### src/logic/lfs_pkg.sv
// package of constants for the led fault supervisor
// assumes a 25 MHz mclk; every other file but the interface imports this package
package lfs_pkg;

  // ----------------------------------------------------------------
  // register offsets on the two-wire bus
  // ----------------------------------------------------------------
  localparam logic [7:0] REG_STR_A   = 8'h05; // strings 1 and 2
  localparam logic [7:0] REG_STR_B   = 8'h06; // strings 3 and 4, masks
  localparam logic [7:0] REG_FAULT   = 8'h07; // converter faults
  localparam logic [7:0] REG_RST_VAL = 8'h00; // reset value of all three

  // ----------------------------------------------------------------
  // field positions
  // ----------------------------------------------------------------
  localparam int FLT_TWARN  = 0; // temperature warning
  localparam int FLT_OTP    = 1; // over-temperature shutdown
  localparam int FLT_OC     = 2; // over-current
  localparam int FLT_OCSHDN = 3; // over-current hiccup shutdown
  localparam int STR_HI_OFS = 3; // upper string field starts here
  localparam int STR_OV     = 2; // high drain, within a string field
  localparam int STR_OPEN   = 1; // disconnect, within a string field
  localparam int STR_UNUSED = 0; // unused, within a string field
  localparam int MASK_S3    = 6; // mask bit of string 3 in REG_STR_B
  localparam int MASK_S4    = 7; // mask bit of string 4 in REG_STR_B

  // ----------------------------------------------------------------
  // timing
  // ----------------------------------------------------------------
  localparam int CLK_PERIOD_NS  = 40;
  localparam int POR_TIME_US    = 100;
  localparam int POR_CYC        =
    (POR_TIME_US * 1000 + CLK_PERIOD_NS - 1) / CLK_PERIOD_NS;
  localparam int OC_OFF_TICKS   = 4;   // gate off per over-current
  localparam int OC_WINDOW      = 128; // event counter clear period
  localparam int OC_EVENT_LIMIT = 4;   // events that trigger hiccup
  localparam int STRETCH_MS     = 8;   // fault output hold time
  localparam int FS_NOM_KOHM    = 100; // nominal frequency resistor
  localparam int STRETCH_CYC    =
    (STRETCH_MS * 1000000) / CLK_PERIOD_NS;

endpackage

### src/logic/lfs_core_if.sv
// signals shared between the supervisor top and its two helpers
// assumes every user sits on mclk
`timescale 1ns/1ps
interface lfs_core_if;
  logic ce;          // clock enable
  logic swTick;      // one switching clock period elapsed
  logic ocRt;        // real-time over-current comparator
  logic ssLow;       // soft-start cap below its restart level
  logic en;          // enable pin
  logic lowRailOk;   // low rail above its undervoltage limit
  logic upperRailOk; // upper rail ready
  logic gateOff;     // gate drive blanked after over-current
  logic hiccup;      // hiccup shutdown in progress
  logic ocEvent;     // pulse per over-current event
  logic shdnEvent;   // pulse when a hiccup starts
  logic lowRailEn;   // low rail regulator on
  logic upperRailEn; // upper rail regulator on
  logic porActive;   // power-on reset held
  logic coreRun;     // remaining circuitry released

  modport ocp (input ce, swTick, ocRt, ssLow, coreRun,
               output gateOff, hiccup, ocEvent, shdnEvent);
  modport seq (input ce, en, lowRailOk, upperRailOk,
               output lowRailEn, upperRailEn, porActive, coreRun);
endinterface

### src/logic/lfs_ocp.sv
// over-current blanking, event window and hiccup control
// assumes ocRt and swTick are synchronous to mclk
`timescale 1ns/1ps
module lfs_ocp
  import lfs_pkg::*;
(
  input wire logic mclk,
  input wire logic rst_b,
  lfs_core_if.ocp  cif
);
  logic       ocRtQ;   // previous comparator level
  logic [2:0] offCntQ; // remaining blanking ticks
  logic [6:0] winCntQ; // window position
  logic [2:0] evCntQ;  // events in this window
  logic       hicQ;    // hiccup active

  wire winClr = cif.swTick && (winCntQ == 7'(OC_WINDOW - 1));
  wire lastEv = (evCntQ == 3'(OC_EVENT_LIMIT - 1));

  assign cif.ocEvent   = cif.ocRt && !ocRtQ;
  assign cif.shdnEvent = cif.ocEvent && lastEv && !hicQ;
  assign cif.gateOff   = (offCntQ != 3'h0);
  assign cif.hiccup    = hicQ;

  // ----------------------------------------------------------------
  // counters
  // ----------------------------------------------------------------
  always_ff @(posedge mclk or negedge rst_b) begin
    if (!rst_b) begin
      ocRtQ   <= 1'b0;
      offCntQ <= 3'h0;
      winCntQ <= 7'h00;
      evCntQ  <= 3'h0;
      hicQ    <= 1'b0;
    end else if (cif.ce) begin
      ocRtQ <= cif.ocRt;
      // blank the gate for a fixed number of switching periods
      if (cif.ocEvent) begin
        offCntQ <= 3'(OC_OFF_TICKS); // RULE_11
      end else if (cif.swTick && offCntQ != 3'h0) begin
        offCntQ <= offCntQ - 3'h1; // RULE_11
      end
      if (cif.swTick) begin
        winCntQ <= winCntQ + 7'h01;
      end
      // window clear keeps a coincident event counted
      if (winClr) begin
        evCntQ <= cif.ocEvent ? 3'h1 : 3'h0; // RULE_12
      end else if (cif.shdnEvent) begin
        evCntQ <= 3'h0;
      end else if (cif.ocEvent && !hicQ) begin
        evCntQ <= evCntQ + 3'h1; // RULE_12
      end
      // hiccup holds until the cap is discharged, then restarts
      if (cif.shdnEvent) begin
        hicQ <= 1'b1; // RULE_13
      end else if (hicQ && cif.ssLow) begin
        hicQ <= 1'b0; // RULE_13
      end
      if (!cif.coreRun) begin
        evCntQ <= 3'h0;
        hicQ   <= 1'b0;
      end
    end
  end
endmodule

### src/logic/lfs_seq.sv
// start-up sequencer: low rail, upper rail, power-on reset, release
// assumes rail-ready inputs are synchronous comparator levels
`timescale 1ns/1ps
module lfs_seq
  import lfs_pkg::*;
(
  input wire logic mclk,
  input wire logic rst_b,
  lfs_core_if.seq  cif
);
  typedef enum logic [2:0] {
    SQ_SLEEP = 3'h0,
    SQ_LOW   = 3'h1,
    SQ_UPPER = 3'h2,
    SQ_POR   = 3'h3,
    SQ_RUN   = 3'h4
  } lfs_seq_t;

  lfs_seq_t    stQ;    // sequencer state
  logic [11:0] porCntQ; // power-on reset timer

  assign cif.lowRailEn   = (stQ != SQ_SLEEP); // RULE_10
  assign cif.upperRailEn = (stQ == SQ_UPPER) || (stQ == SQ_POR)
                           || (stQ == SQ_RUN);
  assign cif.porActive   = (stQ == SQ_POR);
  assign cif.coreRun     = (stQ == SQ_RUN);

  // ----------------------------------------------------------------
  // state register; enable low always returns to sleep
  // ----------------------------------------------------------------
  always_ff @(posedge mclk or negedge rst_b) begin
    if (!rst_b) begin
      stQ     <= SQ_SLEEP;
      porCntQ <= 12'h000;
    end else if (cif.ce) begin
      if (!cif.en) begin
        stQ <= SQ_SLEEP; // RULE_10
      end else begin
        unique case (stQ)
          SQ_SLEEP: stQ <= SQ_LOW; // RULE_09
          SQ_LOW: begin
            if (cif.lowRailOk) stQ <= SQ_UPPER; // RULE_09
          end
          SQ_UPPER: begin
            porCntQ <= 12'h000;
            if (cif.upperRailOk) stQ <= SQ_POR; // RULE_09
          end
          SQ_POR: begin
            porCntQ <= porCntQ + 12'h001;
            if (porCntQ == 12'(POR_CYC - 1)) stQ <= SQ_RUN; // RULE_09
          end
          SQ_RUN: stQ <= SQ_RUN;
          default: stQ <= SQ_SLEEP;
        endcase
      end
    end
  end
endmodule

### src/logic/lfs_top.sv
// led driver fault supervisor: status latches, fault output,
// converter gating and the two-wire register slave
// assumes all pin inputs are synchronous to mclk; the bus data pin is
// open-drain and resolved outside from sdaOe
`timescale 1ns/1ps

// Summary of operation
// (RULE_01) over-current events pull fault output low, stretched
// (RULE_02) read clears over-current and fault indication
// (RULE_03) temperature warning pulls fault output low
// (RULE_04) warning bit clears on read with warning low
// (RULE_05) warning set and clear within one microsecond
// (RULE_06) string over-voltage or open pulls fault low
// (RULE_07) string bits latch; only enable cycling clears
// (RULE_08) converter runs while any active string dims high
// (RULE_09) low rail, upper rail, reset, release after 100us
// (RULE_10) enable low means sleep, low rail off
// (RULE_11) over-current blanks gate four switching cycles
// (RULE_12) four-event counter cleared every 128 cycles
// (RULE_13) fourth event: stop, discharge soft-start, restart
// (RULE_14) over-current sets bit 2, read clears
// (RULE_15) over-temperature shuts down, sets bit 1
// (RULE_16) temperature warning always sets bit 0
// (RULE_17) fault output held about 8 ms, resistor scaled
// (RULE_18) hiccup sets bit 3; read or enable clears
// (RULE_19) bit 1 latches on over-temperature rising edge
// (RULE_20) fault output is OR of all indications
module lfs_top
  import lfs_pkg::*;
#(
  parameter logic [6:0] DEV_ADDR    = 7'h2A,       // arbitrary address
  parameter int         STRETCH_BASE = STRETCH_CYC, // 8 ms at nominal
  parameter int         FS_KOHM     = FS_NOM_KOHM, // resistor fitted
  parameter int         NUM_STR     = 4            // string count
)(
  input  wire logic               mclk,
  input  wire logic               rst_b,
  input  wire logic               ce,
  input  wire logic               en,
  input  wire logic               sclIn,
  input  wire logic               sdaIn,
  output wire logic               sdaOut,
  output wire logic               sdaOe,
  input  wire logic               swTick,
  input  wire logic               ocRt,
  input  wire logic               otpRt,
  input  wire logic               twarnRt,
  input  wire logic               ssLow,
  input  wire logic               lowRailOk,
  input  wire logic               upperRailOk,
  input  wire logic [NUM_STR-1:0] stringHighDrainRt,
  input  wire logic [NUM_STR-1:0] stringDisconnectRt,
  input  wire logic [NUM_STR-1:0] stringUnusedRt,
  input  wire logic [NUM_STR-1:0] pwmIn,
  output logic                    fault_out_n,
  output logic                    switch_gate_drive,
  output wire logic               softstart_cap_discharge,
  output wire logic               low_rail_en,
  output wire logic               upper_rail_en,
  output wire logic               porActive,
  output wire logic               coreRun
);

  // ----------------------------------------------------------------
  // elaboration checks
  // ----------------------------------------------------------------
  if (NUM_STR != 4) begin : g_badStr
    $error("lfs_top: register layout serves exactly four strings");
  end
  if (FS_KOHM < 1 || STRETCH_BASE < 1) begin : g_badStretch
    $error("lfs_top: stretch timer needs positive settings");
  end

  // stretch length scales linearly with the frequency resistor
  localparam longint STR_LEN = longint'(STRETCH_BASE) * FS_KOHM
                               / FS_NOM_KOHM;
  localparam int SW = $clog2(STR_LEN + 1);

  // ----------------------------------------------------------------
  // helper blocks
  // ----------------------------------------------------------------
  lfs_core_if cif ();

  assign cif.ce          = ce;
  assign cif.swTick      = swTick;
  assign cif.ocRt        = ocRt;
  assign cif.ssLow       = ssLow;
  assign cif.en          = en;
  assign cif.lowRailOk   = lowRailOk;
  assign cif.upperRailOk = upperRailOk;

  lfs_ocp u_ocp (
    .mclk  (mclk),
    .rst_b (rst_b),
    .cif   (cif.ocp)
  );

  lfs_seq u_seq (
    .mclk  (mclk),
    .rst_b (rst_b),
    .cif   (cif.seq)
  );

  assign low_rail_en             = cif.lowRailEn;
  assign upper_rail_en           = cif.upperRailEn;
  assign porActive               = cif.porActive;
  assign coreRun                 = cif.coreRun;
  assign softstart_cap_discharge = cif.hiccup; // RULE_13

  // ----------------------------------------------------------------
  // two-wire slave state
  // ----------------------------------------------------------------
  typedef enum logic [2:0] {
    BS_IDLE  = 3'h0,
    BS_ADDR  = 3'h1,
    BS_ACKA  = 3'h2,
    BS_PTR   = 3'h3,
    BS_ACKW  = 3'h4,
    BS_WDATA = 3'h5,
    BS_SEND  = 3'h6,
    BS_MACK  = 3'h7
  } lfs_bus_t;

  lfs_bus_t   bsQ;      // bus state
  logic       sclQ;     // previous clock pin
  logic       sdaQ;     // previous data pin
  logic [7:0] shQ;      // receive shifter
  logic [7:0] txQ;      // transmit shifter
  logic [3:0] cntQ;     // bits in this byte
  logic       rwQ;      // read request
  logic       nackQ;    // master refused further bytes
  logic       oeQ;      // pulling data low
  logic [7:0] ptrQ;     // register pointer
  logic       rdDoneQ;  // one-cycle strobe at end of a read byte
  logic       wrMaskQ;  // write to the mask bits pending
  logic [1:0] maskQ;    // string 3/4 masks written by software

  wire sclRise  = sclIn && !sclQ;
  wire sclFall  = !sclIn && sclQ;
  wire busStart = sclIn && sclQ && sdaQ && !sdaIn;
  wire busStop  = sclIn && sclQ && !sdaQ && sdaIn;
  wire byteFull = (cntQ == 4'h8);
  wire addrHit  = (shQ[7:1] == DEV_ADDR);

  assign sdaOut = 1'b0;
  assign sdaOe  = oeQ;

  // ----------------------------------------------------------------
  // status latches
  // ----------------------------------------------------------------
  logic [NUM_STR-1:0] strOvQ;    // latched high drain per string
  logic [NUM_STR-1:0] strOpenQ;  // latched disconnect per string
  logic [NUM_STR-1:0] strUnusQ;  // latched unused per string
  logic               twarnQ;    // bit 0
  logic               otpQ;      // bit 1
  logic               ocQ;       // bit 2
  logic               ocShdnQ;   // bit 3
  logic               fltIndQ;   // fault output register indication
  logic               otpRtQ;    // previous over-temperature level
  logic [SW-1:0]      stretchQ;  // fault output hold counter

  // reads of the fault register clear on the byte end
  wire rdFault = rdDoneQ && (ptrQ == REG_FAULT);
  wire [NUM_STR-1:0] strMask = {maskQ[1], maskQ[0], 2'b00};

  // per-string latches; only enable low or reset clears them
  for (genvar i = 0; i < NUM_STR; i++) begin : g_str
    wire live = !strMask[i] && !strUnusQ[i] && cif.lowRailEn;
    always_ff @(posedge mclk or negedge rst_b) begin
      if (!rst_b) begin
        strOvQ[i]   <= 1'b0;
        strOpenQ[i] <= 1'b0;
        strUnusQ[i] <= 1'b0;
      end else if (ce) begin
        if (!en) begin
          strOvQ[i]   <= 1'b0; // RULE_07
          strOpenQ[i] <= 1'b0; // RULE_07
          strUnusQ[i] <= 1'b0; // RULE_07
        end else begin
          strUnusQ[i] <= strUnusQ[i] | stringUnusedRt[i]; // RULE_07
          strOvQ[i]   <= strOvQ[i] | (live & stringHighDrainRt[i]);
          strOpenQ[i] <= strOpenQ[i] | (live & stringDisconnectRt[i]);
        end
      end
    end
  end

  wire strFault = |(strOvQ | strOpenQ); // RULE_06

  // converter fault bits; a set in the clearing cycle wins
  always_ff @(posedge mclk or negedge rst_b) begin
    if (!rst_b) begin
      twarnQ  <= 1'b0;
      otpQ    <= 1'b0;
      ocQ     <= 1'b0;
      ocShdnQ <= 1'b0;
      otpRtQ  <= 1'b0;
    end else if (ce) begin
      otpRtQ <= otpRt;
      // warning: set while high, clear on read only when low
      if (twarnRt) begin
        twarnQ <= 1'b1; // RULE_16
      end else if (rdFault) begin
        twarnQ <= 1'b0; // RULE_04
      end
      // shutdown bit latches on the rising edge only
      if (otpRt && !otpRtQ) begin
        otpQ <= 1'b1; // RULE_19
      end else if (rdFault && !otpRt) begin
        otpQ <= 1'b0; // RULE_15
      end
      // over-current: re-set while the condition stands
      if (cif.ocEvent || ocRt) begin
        ocQ <= 1'b1; // RULE_14
      end else if (rdFault || !en) begin
        ocQ <= 1'b0; // RULE_02
      end
      if (cif.shdnEvent) begin
        ocShdnQ <= 1'b1; // RULE_18
      end else if (rdFault || !en) begin
        ocShdnQ <= 1'b0; // RULE_18
      end
    end
  end

  // ----------------------------------------------------------------
  // fault output and stretch timer
  // ----------------------------------------------------------------
  wire anySet = cif.ocEvent || cif.shdnEvent || twarnRt || strFault; // RULE_03
  wire latched = twarnQ || otpQ || ocQ || ocShdnQ || strFault;

  always_ff @(posedge mclk or negedge rst_b) begin
    if (!rst_b) begin
      fltIndQ  <= 1'b0;
      stretchQ <= '0;
    end else if (ce) begin
      // indication re-arms by itself while a warning, over-current or string fault persists
      if (anySet || ocRt) begin
        fltIndQ <= 1'b1; // RULE_01
      end else if (rdFault) begin
        fltIndQ <= 1'b0; // RULE_02
      end
      // hold reloads while anything is active, runs down after
      if (latched || fltIndQ) begin
        stretchQ <= SW'(STR_LEN); // RULE_17
      end else if (stretchQ != '0) begin
        stretchQ <= stretchQ - SW'(1);
      end
    end
  end

  // registered output, one or two cycles from cause: well inside 1 us
  always_ff @(posedge mclk or negedge rst_b) begin
    if (!rst_b) begin
      fault_out_n <= 1'b1;
    end else if (ce) begin
      fault_out_n <= !(anySet || latched || fltIndQ // RULE_20
                       || stretchQ != '0); // RULE_05
    end
  end

  // ----------------------------------------------------------------
  // converter gating
  // ----------------------------------------------------------------
  wire [NUM_STR-1:0] activeStr = ~(strUnusQ | strMask);
  wire convOn = cif.coreRun && !otpRt && !cif.hiccup
                && |(pwmIn & activeStr); // RULE_08

  always_ff @(posedge mclk or negedge rst_b) begin
    if (!rst_b) begin
      switch_gate_drive <= 1'b0;
    end else if (ce) begin
      // over-temperature and hiccup both stop switching
      switch_gate_drive <= convOn && !cif.gateOff; // RULE_11
    end
  end

  // ----------------------------------------------------------------
  // register read mux
  // ----------------------------------------------------------------
  wire [7:0] regA = {2'b00, strOvQ[0], strOpenQ[0], strUnusQ[0],
                     strOvQ[1], strOpenQ[1], strUnusQ[1]};
  wire [7:0] regB = {maskQ[1], maskQ[0],
                     strOvQ[2], strOpenQ[2], strUnusQ[2],
                     strOvQ[3], strOpenQ[3], strUnusQ[3]};
  wire [7:0] regF = {4'h0, ocShdnQ, ocQ, otpQ, twarnQ};
  wire [7:0] rdData = (ptrQ == REG_STR_A) ? regA :
                      (ptrQ == REG_STR_B) ? regB :
                      (ptrQ == REG_FAULT) ? regF : REG_RST_VAL;

  // ----------------------------------------------------------------
  // two-wire slave sequencing
  // ----------------------------------------------------------------
  always_ff @(posedge mclk or negedge rst_b) begin
    if (!rst_b) begin
      bsQ     <= BS_IDLE;
      sclQ    <= 1'b1;
      sdaQ    <= 1'b1;
      shQ     <= 8'h00;
      txQ     <= 8'h00;
      cntQ    <= 4'h0;
      rwQ     <= 1'b0;
      nackQ   <= 1'b0;
      oeQ     <= 1'b0;
      ptrQ    <= 8'h00;
      rdDoneQ <= 1'b0;
      wrMaskQ <= 1'b0;
      maskQ   <= 2'b00;
    end else if (ce) begin
      sclQ    <= sclIn;
      sdaQ    <= sdaIn;
      rdDoneQ <= 1'b0;
      wrMaskQ <= 1'b0;
      if (busStart) begin
        // start or repeated start resets the byte machine
        bsQ  <= BS_ADDR;
        cntQ <= 4'h0;
        oeQ  <= 1'b0;
      end else if (busStop) begin
        bsQ <= BS_IDLE;
        oeQ <= 1'b0;
      end else if (sclRise) begin
        // sample on the rising clock edge
        shQ  <= {shQ[6:0], sdaIn};
        cntQ <= cntQ + 4'h1;
        if (bsQ == BS_MACK) nackQ <= sdaIn;
      end else if (sclFall) begin
        // drive changes only while the clock is low
        unique case (bsQ)
          BS_IDLE: oeQ <= 1'b0;
          BS_ADDR: begin
            if (byteFull) begin
              bsQ <= addrHit ? BS_ACKA : BS_IDLE;
              oeQ <= addrHit;
              rwQ <= shQ[0];
            end
          end
          BS_ACKA: begin
            cntQ <= 4'h0;
            bsQ  <= rwQ ? BS_SEND : BS_PTR;
            oeQ  <= rwQ ? !rdData[7] : 1'b0;
            txQ  <= {rdData[6:0], 1'b0};
          end
          BS_PTR: begin
            if (byteFull) begin
              ptrQ <= shQ;
              bsQ  <= BS_ACKW;
              oeQ  <= 1'b1;
            end
          end
          BS_ACKW: begin
            cntQ <= 4'h0;
            bsQ  <= BS_WDATA;
            oeQ  <= 1'b0;
          end
          BS_WDATA: begin
            if (byteFull) begin
              // only the string masks accept writes
              wrMaskQ <= (ptrQ == REG_STR_B);
              bsQ     <= BS_ACKW;
              oeQ     <= 1'b1;
            end
          end
          BS_SEND: begin
            if (byteFull) begin
              oeQ     <= 1'b0;
              bsQ     <= BS_MACK;
              rdDoneQ <= 1'b1; // RULE_02
            end else begin
              oeQ <= !txQ[7];
              txQ <= {txQ[6:0], 1'b0};
            end
          end
          BS_MACK: begin
            cntQ <= 4'h0;
            bsQ  <= nackQ ? BS_IDLE : BS_SEND;
            oeQ  <= nackQ ? 1'b0 : !rdData[7];
            txQ  <= {rdData[6:0], 1'b0};
          end
        endcase
      end
      // mask bits take effect one cycle after the data byte
      if (wrMaskQ) begin
        maskQ <= {shQ[MASK_S4], shQ[MASK_S3]};
      end
    end
  end
endmodule

### config.mk
export PLATFORM = sky130hd
export DESIGN_NAME = lfs_top
export DESIGN_NICKNAME = d
export VERILOG_FILES = /design/src/logic/lfs_pkg.sv /design/src/logic/lfs_core_if.sv /design/src/logic/lfs_ocp.sv /design/src/logic/lfs_seq.sv /design/src/logic/lfs_top.sv
export SDC_FILE = /design/constraint.sdc
export NUM_CORES = 1
export LEC_CHECK = 0
export BUFFER_PORTS_ARGS = -buffer_cell sky130_fd_sc_hd__buf_2
export CORE_MARGIN = 1
export CORE_UTILIZATION = 61
export CTS_CLUSTER_DIAMETER = 40
export DETAILED_ROUTE_END_ITERATION = 7
export GPL_ROUTABILITY_DRIVEN = 0
export MAX_ROUTING_LAYER = met4
export PLACE_DENSITY = 0.8
export SKIP_CTS_REPAIR_TIMING = 1
export SLEW_MARGIN = 5
export SYNTH_ARGS = -nofsm -noshare
export SYNTH_HDL_FRONTEND = slang
export SYNTH_SLANG_ARGS = --single-unit
### constraint.sdc
create_clock -name mclk -period 2.65 [get_ports mclk]
set_input_delay 0.795 -clock mclk [delete_from_list [all_inputs] [get_ports mclk]]
set_output_delay 0.795 -clock mclk [all_outputs]
set_load 0.01 [all_outputs]
Word level (Yosys, flattened, before mapping)
Cells that the tools add are included.
{"block": "totals", "register_bits": 108, "inputBits": 29, "output_inout_bits": 9}
{"block": "op_classes", "n_addsub": 6, "eq_ne": 30, "mux": 81, "bitwise_logic": 27, "reduce_logical": 107}
{"cell": "3-bit two-way mux", "count": 19}
{"cell": "1-bit two-way mux", "count": 45}
{"cell": "18-bit two-way mux", "count": 2}
{"cell": "7-bit AND reduction", "count": 4}
{"cell": "1-bit logical AND", "count": 27}
{"cell": "8-bit by 3-bit == test with 1-bit output (second input constant)", "count": 3}
{"cell": "4-bit two-way mux", "count": 6}
{"cell": "8-bit two-way mux", "count": 3}
{"cell": "12-bit one-hot mux with 2 select lines", "count": 1}
{"cell": "2-bit AND reduction", "count": 11}
{"cell": "1-bit logical NOT", "count": 19}
{"cell": "3-bit one-hot mux with 6 select lines", "count": 1}
{"cell": "18-bit nonzero test", "count": 1}
{"cell": "2-bit nonzero test", "count": 9}
{"cell": "18-bit by 1-bit subtractor with 18-bit output (second input constant)", "count": 1}
{"cell": "1-bit logical OR", "count": 16}
{"cell": "8-bit one-hot mux with 2 select lines", "count": 1}
{"cell": "3-bit by 2-bit == test with 1-bit output (second input constant)", "count": 5}
{"cell": "3-bit == test (second input constant)", "count": 5}
{"cell": "3-bit one-hot mux with 5 select lines", "count": 1}
{"cell": "3-bit nonzero test", "count": 5}
{"cell": "12-bit by 1-bit adder with 12-bit output (second input constant)", "count": 1}
{"cell": "12-bit == test (second input constant)", "count": 1}
{"cell": "1-bit OR", "count": 12}
{"cell": "other kinds (30)", "count": 52}

Depth between registers and ports, before layout
{"block": "depth", "depth_word": 11, "depth_mapped": 8}

Modules after synthesis
A second synthesis with hierarchy kept.
{"block": "hier_totals", "hier_cells": 576, "hier_area_um2": 5739.3}
{"module": "lfs_top", "n_inst": 1, "cells_each": 408, "area_each_um2": 4067.7}
{"module": "lfs_seq", "n_inst": 1, "cells_each": 93, "area_each_um2": 869.6}
{"module": "lfs_ocp", "n_inst": 1, "cells_each": 75, "area_each_um2": 802.0}

Least setup slack after synthesis
No wires, ideal clock.
{"block": "synth_path", "kind": "input to register", "start": "input sclIn", "end": "register nackQ", "arrival_ns": 2.202, "slack_ns": 0.323, "path_stages": 5, "path_buffers": 0, "path_cell_list": "ha_1 -> and2_1 -> nor3_2 -> nor3b_1 -> mux2_2"}
{"block": "synth_between", "elab_chain_len": 5, "word_cells_on_any_way": 9, "cone_classes": "2 x bitwise; 7 x reduce/logical"}
{"item": "start: declaration", "line": "lfs_top.sv:40", "rtl": "input wire logic sclIn,"}
{"item": "1-bit logical AND", "line": "lfs_top.sv:140, lfs_top.sv:141"}
{"item": "1-bit logical AND, on equally long branches (2 in a row)", "line": "lfs_top.sv:141, lfs_top.sv:140"}
{"item": "1-bit NOT (no source line)"}
{"item": "5-bit AND reduction (no source line) (*)"}
{"item": "end signal: assignment", "line": "lfs_top.sv:326", "rtl": "if (bsQ == BS_MACK) nackQ <= sdaIn;"}
{"item": "end: declaration", "line": "lfs_top.sv:131", "rtl": "logic nackQ;"}
Every way passes the cells marked *; elsewhere a longest branch is shown, timed or not.
A chain may end at the register's enable or synchronous reset.

Worst setup path after layout
{"block": "layout_path", "start": "register sclQ", "end": "register ptrQ[0]"}
{"block": "layout_between", "elab_chain_len": 5, "word_cells_on_any_way": 12, "cone_classes": "3 x bitwise; 9 x reduce/logical"}
{"item": "start: declaration", "line": "lfs_top.sv:125", "rtl": "logic sclQ;"}
{"item": "start signal: assignment", "line": "lfs_top.sv:310", "rtl": "sclQ <= sclIn;"}
{"item": "1-bit logical AND", "line": "lfs_top.sv:140, lfs_top.sv:141"}
{"item": "1-bit logical AND, on equally long branches (2 in a row)", "line": "lfs_top.sv:141, lfs_top.sv:140"}
{"item": "1-bit NOT (no source line)"}
{"item": "7-bit AND reduction (no source line) (*)"}
{"item": "end signal: assignment", "line": "lfs_top.sv:346", "rtl": "ptrQ <= shQ;"}
{"item": "end: declaration", "line": "lfs_top.sv:133", "rtl": "logic [7:0] ptrQ;"}
Marks and branches as above.

==> flow_summary.yaml <==
sta:
  max_clock_freq_mhz: 427.2
  slew_headroom: 0.5476
  finalSetupTns_ns: 0
  final.period_utilization: 0.8834
  report.final.slew_viol_count: 0
  timing.final.hold_violations: 0
  setup_viol: 0
  grt_setup_unrepaired: "no"
  fin_crit_ns: 2.341
  worst_clock_skew_ns: 0.01113
  worstMarginPinSlew_ns: 0.6725
  hold_slack_ns: 0.3664
logic_synthesis:
  synth-async-reset-ratio: 1.000
  synth.net_count: 623
  netlist_area_sq_um: 5590
  post_synth_most_frequent_cells: "sky130_fd_sc_hd__dfrtp_1, sky130_fd_sc_hd__nand2_1, sky130_fd_sc_hd__nor2_1"
  synth-edff-count: 0
  number_of_distinct_library_cells_after_synthesis: 66
  synth_cells: 582
  synth_most_common_cell: "sky130_fd_sc_hd__dfrtp_1"
  post_synthesis_average_cell_area_sq_um: 9.605
  postSynth.topFlopCell: "sky130_fd_sc_hd__dfrtp_1"
  portion_of_the_post_synthesis_area_used_by_sequential_elements: 0.4796
  cell_type_with_the_largest_total_area_after_synthesis: "sky130_fd_sc_hd__dfrtp_1"
  synth_largest_type_area_fraction: 0.4655
  synth_area_leaders: "sky130_fd_sc_hd__dfrtp_1, sky130_fd_sc_hd__mux2_2, sky130_fd_sc_hd__nand2_1"
  synth_seq_cells: 107
  yosysWarnings: 0
detailed_routing:
  vias_per_cell: 6.281
  vias: 4642
  route.final.wire_length_mm: 12.19
  drt.antenna.violating_nets: 0
  initialDrtViolationCount: 372
  detailedRoute.firstPassIterationCount: 5
  route.detailed.wl_per_inst_um: 16.50
  post_detailed_route_drc_marker_count: 0
power_and_ir_drop:
  peakVddDrop_mv: 0.4230
  internal_power_mw: 2.615
  proportion_of_power_drawn_by_combinational_gates: 0.222
  power.clock.fraction: 0.244
  power.density_cell_area_nw_per_um2: 646.6
  swShare: 0.3426
  power.leakage_nw: 2.832
  p_switching_mw: 1.363
  seqPwrFrac: 0.534
floorplanning:
  num_rows: 34
  floorplan.initialDensity: 0.6348
  floorplan.die_area_sq_um: 9551
  io-pin-count: 38
  die_width_um: 97.73
  placeableCoreArea_sq_um: 8806
  die_y_um: 97.73
global_route:
  grt_first_pass_wirelength_mm: 21.25
  grt-ovfl-total: 0
  grt.total_usage: 0.2842
  grt_start_max_net_pins: 50
  number_of_global_route_vias_before_repair: 4571
  grt_antenna_before_repair: 0
setup_path:
  cp_cell_sequence: "inv_1, ha_1, nand3b_1, a21oi_1, nand4_1, mux2_2"
  timing.critical_path.slowest_cell_delay_ns: 0.56
  startpoint: "sclQ"
  crit-reg2reg-launch: "sclQ"
  crit_path_start_kind: "register"
  reg2regPathDepth: 6
  critical_path_required_ns: 2.92
  crit_type: "register to register"
  timing.critical_path.arrival_ns: 2.61
  slowest_stage: "sky130_fd_sc_hd__dfstp_2"
  setup.worst_path.end_class: "register"
  cp_max_fo: 8
  worst-path-stages: 6
  sum_of_buffers_and_inverters_on_the_critical_path: 1
  crit_path_leading_delay_family: "simple AND/OR/NAND/NOR gates"
clock_tree:
  clock_latency_ns: 0.37
  cts_tree: "built"
  root_buffer: "sky130_fd_sc_hd__clkbuf_8"
  clock_tree.buffer_depth: 2
  num_clock_sinks: 107
  cts-buffers-inserted: 9
  h-tree-depth: 3
  clk_transition_reported_paths_ns: 0.11
run:
  max_cap_viol_count: 0
outcome:
  run_status: "finished clean"
finish:
  layout.nets: 667
  core_util_final: 0.6985
  drive_above_1_share: 0.1743
  antennaDiodeCount: 0
  area_delta_synth_final_pct: 10.03
place:
  numPortBuffers: 36
  hpwl_mm: 8.879
hold_path:
  holdCritPathClass: "primary input to asynchronous set/reset pin"
## cells in the final DEF, fill, tap and decap left out, types with 6 or more instances in the layout
master                     instances
sky130_fd_sc_hd__xor2_1           11
sky130_fd_sc_hd__o211ai_1          6
sky130_fd_sc_hd__clkbuf_8          9
sky130_fd_sc_hd__a22oi_1           7
sky130_fd_sc_hd__a22o_1            7
sky130_fd_sc_hd__xnor2_1           6
sky130_fd_sc_hd__nand2b_1          8
sky130_fd_sc_hd__nor4_1            8
sky130_fd_sc_hd__o21ai_0          31
sky130_fd_sc_hd__dfrtp_1         104
sky130_fd_sc_hd__buf_2            35
sky130_fd_sc_hd__nor3_1           24
sky130_fd_sc_hd__nor2_1           55
sky130_fd_sc_hd__a21oi_1          30
sky130_fd_sc_hd__and3_1            7
sky130_fd_sc_hd__nand4_1          10
sky130_fd_sc_hd__or3_1             9
sky130_fd_sc_hd__nand2_1          57
sky130_fd_sc_hd__buf_4            15
sky130_fd_sc_hd__ha_1             12
sky130_fd_sc_hd__nand3_1          20
sky130_fd_sc_hd__inv_1            29
sky130_fd_sc_hd__nor2b_1           6
sky130_fd_sc_hd__mux2_2           29
## cells by family after synthesis
| group | after synthesis | synth area share |
|---|---|---|
| compound gates | 134 | 0.1605 |
| xor+xnor | 17 | 0.02663 |
| fa+ha+maj | 12 | 0.02686 |
| buf+inv | 48 | 0.03335 |
| flops | 107 | 0.4796 |
| mux | 31 | 0.06200 |
| other cells | 1 | 0.0006708 |
| simple gates | 232 | 0.2104 |
## cell type report
class / instances / area, sq um
clock inverter: 7 / 67.56
sequential: 107 / 2681
inverter: 30 / 112.6
timing repair buffer: 51 / 307.8
tap: 108 / 135.1
multi-input combinational: 427 / 2723
clock buffer: 9 / 123.9
fill: 658 / 2655
## metrics by stage
step / instance area, sq um / total power [mW] / cells / setup WS [ns]
after floorplan: 5590 / 2.710 / 582 / 0.3229
after global placement: 5959 / 2.968 / 723 / 0.04785
after detailed placement: 5959 / 3.025 / 723 / -0.02025
after CTS: 6151 / 3.996 / 739 / 0.3121
after global routing: 6151 / 4.209 / 739 / 0.1881
final: 6151 / 3.977 / 739 / 0.3091
## power by group through the flow
| stage | sequential (mW) | clock (mW) | combinational, mW |
|---|---|---|---|
| final | 2.12 | 0.972 | 0.883 |
| after global routing | 2.16 | 1.06 | 0.996 |
| after CTS | 2.12 | 0.997 | 0.881 |
| after detailed placement | 2.15 | 0 | 0.874 |
| after global placement | 2.13 | 0 | 0.837 |
| after floorplan | 2.06 | 0 | 0.654 |
## worst paths after layout
path | slack, ns | endpoint
worst max-delay path | 0.31 | ptrQ[0]
worst max register to register | 0.31 | ptrQ[0]
min in group mclk | 0.48 | u_ocp.winCntQ[5]
worst min register to register | 0.48 | u_ocp.winCntQ[5]
worst min-delay path | 0.37 | u_ocp.winCntQ[5]
max in group asynchronous | 1.58 | u_ocp.cif.hiccup
## flip-flops by register name, summed over array words and instances (netlist names), 2 cells and up
name,count
u_ocp.evCntQ,3
u_seq.stQ,3
txQ,7
ptrQ,8
cntQ,4
regB,6
u_ocp.winCntQ,7
u_ocp.offCntQ,3
bsQ,3
regA,6
shQ,8
stretchQ,18
maskQ,2
u_seq.porCntQ,12
## worst reg2reg max path: cells and delay by family, from the launching register on
family	cells	cell delay, ns
muxes	1	0.40
DFF	1	0.56
and+or+nand+nor	2	0.64
adders and majority gates	1	0.24
buffers and inverters	1	0.06
AOI/OAI and AO/OA	1	0.34
## layer usage
| metal | share of wire | vias up | track usage | wire length [um] |
|---|---|---|---|---|
| li1 | - | 2212 | - | - |
| met1 | 0.46 | 2271 | 0.3870 | 5614 |
| met2 | 0.48 | 139 | 0.4414 | 5831 |
| met3 | 0.043 | 20 | 0.04223 | 523 |
| met5 | 0 | - | - | 0 |
| met4 | 0.018 | 0 | 0.09441 | 220 |
(Power assumes the default switching activity.)
